--- src/rtl/spb_pkg.sv ---
// spb_pkg: constants for the upper-profile register bank.
// assumes: serial word addresses 0x00..0x1B, byte addresses four per word.
package spb_pkg;
   localparam int unsigned SPB_NUM_REGS = 9;
   localparam int unsigned SPB_NUM_UPPER = 4;
   localparam logic [4:0] SPB_ADDR_P4_TUNE = 5'h13;
   localparam logic [4:0] SPB_ADDR_P4_PA = 5'h14;
   localparam logic [4:0] SPB_ADDR_P5_TUNE = 5'h15;
   localparam logic [4:0] SPB_ADDR_P5_PA = 5'h16;
   localparam logic [4:0] SPB_ADDR_P6_TUNE = 5'h17;
   localparam logic [4:0] SPB_ADDR_P6_PA = 5'h18;
   localparam logic [4:0] SPB_ADDR_P7_TUNE = 5'h19;
   localparam logic [4:0] SPB_ADDR_P7_PA = 5'h1a;
   localparam logic [4:0] SPB_ADDR_USER = 5'h1b;
   localparam logic [4:0] SPB_ADDR_LAST = 5'h1b;
   localparam logic [6:0] SPB_BYTE_LAST = 7'h6f;
   localparam logic [3:0] SPB_USER_IDX = 4'h8;
   localparam int unsigned SPB_POW_LSB = 0;
   localparam int unsigned SPB_POW_W = 16;
   localparam int unsigned SPB_ASF_LSB = 16;
   localparam int unsigned SPB_ASF_W = 12;
   localparam int unsigned SPB_LOCK_BIT = 24;
   localparam logic [31:0] SPB_TUNE_MASK = 32'hffff_ffff;
   localparam logic [31:0] SPB_PA_MASK = 32'h0fff_ffff;
   localparam logic [31:0] SPB_USER_MASK = 32'h00ff_ffff;
   localparam logic [31:0] SPB_USER_DEFAULT = 32'h0000_0800;
   localparam int unsigned SPB_CAL_CYCLES = 16;
   typedef enum logic [2:0] {
      SPB_CAL_IDLE = 3'b001,
      SPB_CAL_RUN = 3'b010,
      SPB_CAL_DONE = 3'b100
   } spb_cal_state_t;
endpackage : spb_pkg

--- src/rtl/spb_cal_if.sv ---
// spb_cal_if: start/clear and status between bank and calibration engine.
// assumes: both ends run on the same clock.
`timescale 1ns/1ns
interface spb_cal_if;
   logic start;
   logic clear;
   logic busy;
   logic done;
   modport engine (input start, input clear, output busy, output done);
   modport ctrl (output start, output clear, input busy, input done);
endinterface : spb_cal_if

--- src/rtl/spb_bank.sv ---
// spb_bank: holding registers and internal copies for tone profiles 4..7 plus user word.
// assumes: host port logic on mclk_in; update, profile, lock and reset pins are asynchronous.
// Functional notes
// - four 32-bit tuning words at 0x13..0x19
// - byte mode, four bytes per word, low first
// - phase offset in bits 15:0
// - amplitude scale in bits 27:16, top open
// - profile registers have no reset value
// - master reset restores register defaults
// - enable rising edge starts calibration
// - flag operation without completed calibration
// - values apply on update or profile change
// - address space 0x00..0x1B, 112 bytes
`timescale 1ns/1ns
module spb_bank import spb_pkg::*; #(
   parameter int unsigned CAL_CYCLES = SPB_CAL_CYCLES
) (
   input wire logic mclk_in,
   input wire logic rst_in,
   input wire logic master_reset_pin_in,
   input wire logic io_update_pin_in,
   input wire logic [2:0] profile_select_pins_in,
   input wire logic pll_lock_in,
   input wire logic cal_enable_in,
   input wire logic wr_en_in,
   input wire logic rd_en_in,
   input wire logic word_mode_in,
   input wire logic [6:0] addr_in,
   input wire logic [31:0] wdata_in,
   input wire logic [127:0] low_tune_in,
   input wire logic [127:0] low_pa_in,
   output logic [31:0] rdata_out,
   output logic [31:0] active_tune_out,
   output logic [15:0] active_phase_out,
   output logic [11:0] active_amp_out,
   output logic [23:0] user_fixed_out,
   output logic cal_busy_out,
   output logic cal_done_out,
   output logic uncal_flag_out
);
   logic [1:0] mrst_sync;
   logic [1:0] upd_sync;
   logic [1:0] lock_sync;
   logic [2:0] ps_meta;
   logic [2:0] ps_sel;
   logic [2:0] ps_prev;
   logic upd_prev;
   logic cal_en_prev;
   logic mrst;
   logic apply;
   logic [4:0] waddr;
   logic [1:0] lane;
   logic [3:0] widx;
   logic in_bank;
   logic [31:0] lane_mask;
   logic [31:0] wdata_rep;
   logic [31:0] hold [SPB_NUM_REGS];
   logic [31:0] int_tune [SPB_NUM_UPPER];
   logic [31:0] int_pa [SPB_NUM_UPPER];
   logic [31:0] sel_tune;
   logic [31:0] sel_pa;
   logic [31:0] rd_word;
   logic copies_loaded;
   spb_cal_if cal ();

   // pins cross in through two flops; only the second stage is read
   always_ff @(posedge mclk_in) begin
      if (rst_in) begin
         mrst_sync <= 2'h0;
         upd_sync <= 2'h0;
         lock_sync <= 2'h0;
         ps_meta <= 3'h0;
         ps_sel <= 3'h0;
      end else begin
         mrst_sync <= {mrst_sync[0], master_reset_pin_in};
         upd_sync <= {upd_sync[0], io_update_pin_in};
         lock_sync <= {lock_sync[0], pll_lock_in};
         ps_meta <= profile_select_pins_in;
         ps_sel <= ps_meta;
      end
   end

   always_ff @(posedge mclk_in) begin
      if (rst_in) begin
         upd_prev <= 1'b0;
         ps_prev <= 3'h0;
         cal_en_prev <= 1'b0;
      end else begin
         upd_prev <= upd_sync[1];
         ps_prev <= ps_sel;
         cal_en_prev <= cal_enable_in;
      end
   end

   assign mrst = mrst_sync[1];
   assign apply = (upd_sync[1] && !upd_prev) || (ps_sel != ps_prev);

   // word mode: one address per register; byte mode: four per register
   always_comb begin
      waddr = word_mode_in ? addr_in[4:0] : addr_in[6:2];
      lane = addr_in[1:0];
      in_bank = (waddr >= SPB_ADDR_P4_TUNE) && (waddr <= SPB_ADDR_LAST)
         && (word_mode_in ? (addr_in[6:5] == 2'h0) : (addr_in <= SPB_BYTE_LAST));
      widx = 4'(waddr - SPB_ADDR_P4_TUNE);
      lane_mask = word_mode_in ? 32'hffff_ffff : (32'h0000_00ff << {lane, 3'h0});
      wdata_rep = word_mode_in ? wdata_in : {4{wdata_in[7:0]}};
   end

   for (genvar g = 0; g < SPB_NUM_REGS; g++) begin : g_hold
      localparam logic [31:0] FIELD_MASK = (g == SPB_NUM_REGS - 1) ? SPB_USER_MASK :
         ((g % 2 == 0) ? SPB_TUNE_MASK : SPB_PA_MASK);
      logic [31:0] m;
      assign m = lane_mask & FIELD_MASK;
      if (g == SPB_NUM_REGS - 1) begin : g_user
         always_ff @(posedge mclk_in) begin
            if (rst_in || mrst) begin
               hold[g] <= SPB_USER_DEFAULT;
            end else if (wr_en_in && in_bank && widx == 4'(g)) begin
               hold[g] <= (hold[g] & ~m) | (wdata_rep & m);
            end
         end
      end else begin : g_prof
         // no reset: contents are undefined until the host writes them
         always_ff @(posedge mclk_in) begin
            if (wr_en_in && in_bank && widx == 4'(g)) begin
               hold[g] <= (hold[g] & ~m) | (wdata_rep & m);
            end
         end
      end
   end

   // holding buffers reach internal copies only on update or profile change
   always_ff @(posedge mclk_in) begin
      if (apply) begin
         for (int i = 0; i < SPB_NUM_UPPER; i++) begin
            int_tune[i] <= hold[2 * i];
            int_pa[i] <= hold[2 * i + 1];
         end
      end
   end

   always_ff @(posedge mclk_in) begin
      if (rst_in || mrst) begin
         user_fixed_out <= SPB_USER_DEFAULT[23:0];
      end else if (apply) begin
         user_fixed_out <= hold[SPB_USER_IDX][23:0];
      end
   end

   always_comb begin
      if (ps_sel[2]) begin
         sel_tune = int_tune[ps_sel[1:0]];
         sel_pa = int_pa[ps_sel[1:0]];
      end else begin
         sel_tune = low_tune_in[{ps_sel[1:0], 5'h00} +: 32];
         sel_pa = low_pa_in[{ps_sel[1:0], 5'h00} +: 32];
      end
   end

   // one cycle behind the select; the copy its apply loads reaches the outputs one cycle after the pin change does
   always_ff @(posedge mclk_in) begin
      if (rst_in || mrst) begin
         active_tune_out <= 32'h0000_0000;
         active_phase_out <= 16'h0000;
         active_amp_out <= 12'h000;
      end else begin
         active_tune_out <= sel_tune;
         active_phase_out <= sel_pa[SPB_POW_LSB +: SPB_POW_W];
         active_amp_out <= sel_pa[SPB_ASF_LSB +: SPB_ASF_W];
      end
   end

   always_comb begin
      rd_word = 32'h0000_0000;
      if (in_bank) begin
         rd_word = hold[widx];
         if (widx == SPB_USER_IDX) begin
            rd_word[SPB_LOCK_BIT] = lock_sync[1];
         end
      end
   end

   // addresses of other blocks answer zero here
   always_ff @(posedge mclk_in) begin
      if (rst_in) begin
         rdata_out <= 32'h0000_0000;
      end else if (rd_en_in) begin
         rdata_out <= word_mode_in ? rd_word : {24'h00_0000, rd_word[{lane, 3'h0} +: 8]};
      end
   end

   assign cal.start = cal_enable_in && !cal_en_prev;
   assign cal.clear = mrst;

   spb_cal_engine #(.CAL_CYCLES(CAL_CYCLES)) u_cal (
      .mclk_in(mclk_in),
      .rst_in(rst_in),
      .cal(cal)
   );

   always_ff @(posedge mclk_in) begin
      if (rst_in) begin
         cal_busy_out <= 1'b0;
         cal_done_out <= 1'b0;
      end else begin
         cal_busy_out <= cal.busy;
         cal_done_out <= cal.done;
      end
   end

   // sticky; a new apply in the clearing cycle still sets it
   always_ff @(posedge mclk_in) begin
      if (rst_in) begin
         uncal_flag_out <= 1'b0;
      end else if (apply && !cal.done) begin
         uncal_flag_out <= 1'b1;
      end else if (mrst) begin
         uncal_flag_out <= 1'b0;
      end
   end

   // copies are undefined until the first apply; stability means nothing before it
   always_ff @(posedge mclk_in) begin
      if (rst_in) begin
         copies_loaded <= 1'b0;
      end else if (apply) begin
         copies_loaded <= 1'b1;
      end
   end

   word_write_a: assert property (@(posedge mclk_in) disable iff (rst_in)
      wr_en_in && word_mode_in && addr_in == 7'h13 |=> hold[0] == $past(wdata_in))
      else $error("word write to tuning register lost");
   byte_lane_a: assert property (@(posedge mclk_in) disable iff (rst_in)
      wr_en_in && !word_mode_in && addr_in == 7'h4d |=> hold[0][15:8] == $past(wdata_in[7:0]))
      else $error("byte write landed in wrong lane");
   phase_field_a: assert property (@(posedge mclk_in) disable iff (rst_in || mrst)
      ps_sel == 3'h4 |=> active_phase_out == $past(int_pa[0][15:0]))
      else $error("phase offset field wrong");
   amp_field_a: assert property (@(posedge mclk_in) disable iff (rst_in || mrst)
      ps_sel == 3'h6 |=> active_amp_out == $past(int_pa[2][27:16]))
      else $error("amplitude field wrong");
   master_default_a: assert property (@(posedge mclk_in) disable iff (rst_in)
      mrst |=> hold[8] == SPB_USER_DEFAULT && user_fixed_out == 24'h00_0800)
      else $error("master reset left user word changed");
   cal_start_a: assert property (@(posedge mclk_in) disable iff (rst_in || mrst)
      cal.start && !cal.busy |=> cal.busy [*2] ##[0:64] cal.done)
      else $error("calibration did not run");
   uncal_flag_a: assert property (@(posedge mclk_in) disable iff (rst_in)
      apply && !cal.done |=> uncal_flag_out)
      else $error("uncalibrated operation not flagged");
   hold_apply_a: assert property (@(posedge mclk_in) disable iff (rst_in)
      copies_loaded && !apply |=> $stable(int_tune[1]) && $stable(int_pa[3]))
      else $error("internal copy changed without update");
   unmapped_rd_a: assert property (@(posedge mclk_in) disable iff (rst_in)
      rd_en_in && word_mode_in && addr_in == 7'h12 |=> rdata_out == 32'h0000_0000)
      else $error("unmapped read not zero");
   lock_read_a: assert property (@(posedge mclk_in) disable iff (rst_in)
      rd_en_in && word_mode_in && addr_in == 7'h1b
      |=> rdata_out[31:25] == 7'h00 && rdata_out[24] == $past(lock_sync[1]))
      else $error("user word top byte wrong");
   profile_sel_a: assert property (@(posedge mclk_in) disable iff (rst_in || mrst)
      ps_sel == 3'h5 |=> active_tune_out == $past(int_tune[1]))
      else $error("profile select picked wrong tuning word");
   cov_update_c: cover property (@(posedge mclk_in) upd_sync[1] && !upd_prev);
   cov_profile_c: cover property (@(posedge mclk_in) ps_sel[2] && ps_sel != ps_prev);
   cov_cal_c: cover property (@(posedge mclk_in) cal.busy ##1 cal.done);
endmodule : spb_bank

--- src/rtl/spb_cal_engine.sv ---
// spb_cal_engine: converter timing calibration sequencer.
// assumes: start is a one-cycle pulse on the rising edge of the enable bit.
`timescale 1ns/1ns
module spb_cal_engine import spb_pkg::*; #(
   parameter int unsigned CAL_CYCLES = SPB_CAL_CYCLES
) (
   input wire logic mclk_in,
   input wire logic rst_in,
   spb_cal_if.engine cal
);
   spb_cal_state_t state;
   logic [15:0] count;

   assign cal.busy = (state == SPB_CAL_RUN);
   assign cal.done = (state == SPB_CAL_DONE);

   always_ff @(posedge mclk_in) begin
      if (rst_in || cal.clear) begin
         state <= SPB_CAL_IDLE;
         count <= 16'h0000;
      end else begin
         case (state)
            SPB_CAL_IDLE, SPB_CAL_DONE: begin
               if (cal.start) begin
                  state <= SPB_CAL_RUN;
                  count <= 16'(CAL_CYCLES - 1);
               end
            end
            SPB_CAL_RUN: begin
               // a restart during the run is ignored; the run finishes first
               if (count == 16'h0000) begin
                  state <= SPB_CAL_DONE;
               end else begin
                  count <= count - 16'h0001;
               end
            end
            default: state <= SPB_CAL_IDLE;
         endcase
      end
   end
endmodule : spb_cal_engine

--- config.mk ---
export PLATFORM = sky130hd
export DESIGN_NAME = spb_bank
export DESIGN_NICKNAME = d
export VERILOG_FILES = /design/src/rtl/spb_pkg.sv /design/src/rtl/spb_cal_if.sv /design/src/rtl/spb_bank.sv /design/src/rtl/spb_cal_engine.sv
export SDC_FILE = /design/constraint.sdc
export NUM_CORES = 1
export LEC_CHECK = 0
export CAP_MARGIN = 0
export CORE_MARGIN = 2
export CORE_UTILIZATION = 55
export DETAILED_ROUTE_END_ITERATION = 10
export DONT_BUFFER_PORTS = 1
export GPL_ROUTABILITY_DRIVEN = 0
export HOLD_SLACK_MARGIN = 0.02
export PLACE_DENSITY = 0.73
export SLEW_MARGIN = 5
export SYNTH_ARGS = -nofsm -noshare
export SYNTH_HDL_FRONTEND = slang
export SYNTH_HIERARCHICAL = 1
export SYNTH_SLANG_ARGS = --single-unit
--- constraint.sdc ---
create_clock -name mclk_in -period 6.05 [get_ports mclk_in]
set_input_delay 1.5125 -clock mclk_in [delete_from_list [all_inputs] [get_ports mclk_in]]
set_output_delay 1.5125 -clock mclk_in [all_outputs]
set_load 0.005 [all_outputs]
# Word-level counts from Yosys, hierarchy flattened
# Memory sizes are Yosys's and may differ from the RTL's. A register that Yosys moved wholly into a read port is not among the register bits.
# Cells that the tools add are included.
dict set report totals {
  regBits 131
  latchBits 0
  ramBits 544
  romBits 0
  inputBits 307
  out_inout_bits 119
  wordCells 168
  mem_count 3
}
dict set report classes {
  add_sub_neg 2
  n_mul 0
  div_mod_pow 0
  n_lt_le_gt_ge 3
  n_eq_ne 15
  shift 4
  muxes 64
  bitwise_logic 25
  n_reduce_logical 35
}
# memory words width read_ports rd_clocked_by_memory_dff wr line_no
set mem_list {}
lappend mem_list {hold 9 32 11 1 2 spb_bank.sv:57} ;# logic [31:0] hold [SPB_NUM_REGS];
lappend mem_list {int_pa 4 32 1 1 4 spb_bank.sv:59} ;# logic [31:0] int_pa [SPB_NUM_UPPER];
lappend mem_list {int_tune 4 32 1 1 4 spb_bank.sv:58} ;# logic [31:0] int_tune [SPB_NUM_UPPER];
# operator n
set op_table {}
lappend op_table {{$mux 32} 13}
lappend op_table {{$and 32x32->32} 10}
lappend op_table {{$or 32x32->32} 9}
lappend op_table {{$reduce_or 32->1} 7}
lappend op_table {{$shiftx 128x8->28} 1}
lappend op_table {{$shiftx 128x8->32} 1}
lappend op_table {{$mux 1} 34}
lappend op_table {{$and 32x24->32} 1}
lappend op_table {{$and 32x28->32} 1}
lappend op_table {{$mux 16} 2}
lappend op_table {{$not 24->32} 1}
lappend op_table {{$not 28->32} 1}
lappend op_table {{$not 32->32} 1}
lappend op_table {{$pmux 16 s2} 1}
lappend op_table {{$shiftx 32x6->8} 1}
lappend op_table {{$shl 8x5->32 const A} 1}
lappend op_table {{$mux 28} 1}
lappend op_table {{$mux 4} 7}
lappend op_table {{$eq 4x3->1 const B} 4}
lappend op_table {{$logic_not 16->1} 1}
lappend op_table {{$sub 16x1->16 const B} 1}
lappend op_table {{$logic_and 1x1->1} 15}
lappend op_table {{$eq 4x2->1 const B} 2}
lappend op_table {{$le 7x7->1 const B} 1}
lappend op_table {{24 further kinds} 31}

# Depth between registers and ports, before layout
dict set report logic_depth {
  depth_word 16
  ltp_mapped 16
  mapped_depth_nobuf 10
}

# Cells and area by module
# The synthesis kept the hierarchy.
# module n_inst cells_per_inst area_each_um2 seq_area_each_um2
set modules_own_cells {}
lappend modules_own_cells {spb_bank 1 1689 26545.5 17857.1}
lappend modules_own_cells {spb_cal_engine 1 118 1019.7 380.4}

# Worst setup path after synthesis
# Ideal clock, no wire load.
dict set report synth_timing {
  path_kind {reg-to-reg}
  startpoint {reg ps_sel[2]}
  endpoint {mem int_pa[0][0], enable pin}
  setup_time_ns 0.590
  arrival_time_ns 5.861
  t_required_ns 5.460
  path_slack_ns -0.402
  stages_incl_launch_ff 7
  path_buffers 3
  period_less_slack_ns 6.452
  cell_sequence {dfxtp_1 clkbuf_1 xor2_1 a2111oi_0 clkbuf_1 buf_2 inv_1}
}
# element line_no
set synth_lines {}
lappend synth_lines {{from (decl)} spb_bank.sv:45} ;# logic [2:0] ps_sel;
lappend synth_lines {{from (signal assigned)} spb_bank.sv:79} ;# ps_sel <= ps_meta;
lappend synth_lines {{to (decl)} spb_bank.sv:59}

==> flow_summary_export.csv <==
group,metric,value,unit
cts,postCtsSetupRepairBufs,0,
setup_path,path_delay_family,"simple AND/OR/NAND/NOR gates",
detailed_routing,drt_wl_total,71480,um
floorplanning,initial_core_util,55.28,%
global_routing,track_usage,27.62,%
layout,drive_gt1_share,18.81,%
floorplanning,die_h,227.9,um
place,place_hpwl,48500,um
cts,cts_resized,0,
cts,cts_max_level,3,
cts,clockBufferDepth,3,
timing,fin_skew,0.02624,ns
timing,clock.fmax,233.7,MHz
global_routing,grt_pass1_vias,16500,
detailed_routing,drt_iter0_drc,1866,
place,io_buffer_count,0,
floorplanning,coreArea,0.04986,mm2
timing,finalSetupViolations,0,
setup_path,cp.depth,8,
setup_path,slowest_delay,0.83,ns
cts,clk_pin_slew_worst_paths,0.06,ns
setup_path,crit_arrival,4.63,ns
detailed_routing,firstDrtPassIters,6,
layout,nets,2130,
setup_path,worstPathMaxFanout,48,
logic_synthesis,syn-num-nets,2120,
timing,fin_ws,1.771,ns
cts,hold_buffers,0,
timing,hold_viol_final,0,
setup_path,path_buf_inv,2,
logic_synthesis,ys_seq_area_share,66.16,%
cts,clkSinkCount,659,
timing,slew_headroom,27.15,%
pwr,p_leak,10.29,nW
timing,tightest_slew,1.093,ns
global_routing,grt-ovfl-total,0,
logic_synthesis,ys_warn_count,6,
logic_synthesis,synthArstFlopShare,0,%
setup_path,worstRegToRegCells,5,
setup_path,path_cells,"mux2i_1 > inv_1 > ha_2 > buf_4 > nand2_1 > nor3_2 > nand3_1 > o21bai_1",
cts,numCtsBuffers,69,
logic_synthesis,syn_area,0.02757,mm2
floorplanning,fp.dieW,227.9,um
detailed_routing,ant_nets,0,
detailed_routing,wl_per_cell,28.10,um
outcome,status,"finished, final reports clean",
global_routing,antenna_found_initial,3,
layout,area_growth,11.18,%
detailed_routing,via_per_inst,6.431,
detailed_routing,via_count,16360,
floorplanning,fp-row-count,82,
setup_path,required,6.40,ns
min_path,min_delay_path_depth,1,
setup_path,end_kind,"register",
pwr,p_per_area,341.2,mW/mm2
timing,post-route-min-period,4.279,ns
cts,clk_latency,0.61,ns
place,pre_cts_slack,1.327,ns
global_routing,grt_pass1_wl,105800,um
logic_synthesis,yosysUniqueCellTypes,75,
logic_synthesis,synth_edf_count,504,
floorplanning,dieArea,0.05192,mm2
cts,cts_tree,"yes",
detailed_routing,drc,0,
cts,root_buffer,"clkbuf_16",
timing,final.setup.tns,0,ns
pwr,ir_worst_vdd,0.2499,mV
setup_path,critPathSlowestCell,"nand3_1",
run,max-cap-violations,0,
timing,post-route-period-util,70.73,%
logic_synthesis,synth_area_per_cell,15.25,um2
layout,fillers,3648,
logic_synthesis,synth_cells,1807,
timing,rsz0062_at_grt,"false",
floorplanning,io_pins,426,
timing,drv_slew,0,
logic_synthesis,synth-seq-cells,659,
global_routing,grt_max_degree,113,
setup_path,critPathLaunchType,"input pin",
min_path,hp-class,"register to register",
setup_path,path_class,"input pin to register",
logic_synthesis,synth_ff_type,"edfxtp_1",
through the flow:
step | hold WS, ns | power, mW | util [%] | instances | instance area (um2)
after floorplan | 0.4138 | 5.962 | - | 1807 | 27570
after global placement | 0.4159 | 6.215 | 56.82 | 2418 | 28330
after detailed placement | 0.4222 | 6.250 | 56.82 | 2418 | 28330
after CTS | 0.4323 | 10.52 | 61.46 | 2543 | 30640
after global routing | 0.4438 | 10.76 | 61.46 | 2543 | 30640
final | 0.4324 | 10.46 | 61.46 | 2544 | 30650
final timing paths:
check | from | slack [ns] | end
worst max-delay path | word_mode_in | 1.77 | hold[8][11]$_SDFFCE_PN1P_
worst min-delay path | ps_meta[1]$_SDFF_PP0_ | 0.43 | ps_sel[1]$_SDFF_PP0_
worst max register to register | ps_sel[0]$_SDFF_PP0_ | 2.36 | active_tune_out[30]$_SDFF_PP0_
worst min register to register | ps_meta[1]$_SDFF_PP0_ | 0.43 | ps_sel[1]$_SDFF_PP0_
final cells by class:
type	count	area (um2)	area share (%)
Antenna cell	1	2.502	0.008165
Clock buffer	90	1951	6.365
Clock inverter	35	364.1	1.188
Inverter	16	63.81	0.2082
Multi-Input combinational cell	1019	8773	28.63
Sequential cell	659	18250	59.55
Tap cell	672	840.8	2.744
Timing Repair Buffer	52	402.9	1.315
power by group:
group          switching [mW]  internal [mW]  total [mW]  leakage (nW)
registers              0.0927           5.10        5.20          5.95
clock network            1.74           2.55        4.29          1.13
logic                   0.613          0.359       0.972          3.21
total                    2.45           8.01        10.5          10.3
layer usage:
metal	global-route usage, %	share of wire [%]	up-vias
li1	-	-	6974
met1	36.02	37	8179
met2	42.82	47	1042
met3	8.538	12	164
met4	12.83	4.4	2
met5	0	0.021	-
cells in the mapped netlist (all sizes together), types with 7 or more instances:
library cell,n,area (um2)
edfxtp,504,15130
nand2,209,784.5
nor2,168,630.6
mux4,162,3649
dfxtp,155,3103
mux2i,121,1236
a21oi,87,435.4
clkbuf,57,214.0
buf,56,314.0
o21ai,28,155.2
nor2b,21,131.4
nand2b,20,125.1
nand3,19,95.09
nor3,16,90.09
inv,15,56.30
o211ai,12,90.09
or3,10,62.56
nor4,8,56.30
xor2,8,70.07
a211oi,7,57.55
a21o,7,52.55
a22oi,7,52.55
o221ai,7,61.31
or4,7,52.55
placed cells by master (no fill, tap or decap), types with 9 or more instances in the layout:
cell / n
or3_1: 10
nand3_1: 19
dfxtp_1: 152
clkinv_2: 9
inv_1: 13
clkbuf_1: 11
edfxtp_1: 504
mux4_2: 162
a21oi_1: 87
mux2i_1: 119
nor3_1: 14
nor2b_1: 21
nor2_1: 168
o21ai_0: 22
buf_4: 51
nand2_1: 208
o211ai_1: 12
clkbuf_16: 73
nand2b_1: 20
logic make-up (layout without fill, tap and decap cells):
family / Yosys count / after routing / synth area share, %
compound gates: 211 / 211 / 5.011
xor+xnor: 10 / 10 / 0.3858
fa+ha+maj: 6 / 6 / 0.2723
buf+inv: 129 / 193 / 2.133
flops: 659 / 659 / 66.16
mux: 289 / 289 / 17.98
other cells: 0 / 1 / 0
simple gates: 503 / 503 / 8.057
No activity file was read; power rests on OpenSTA's default activity.
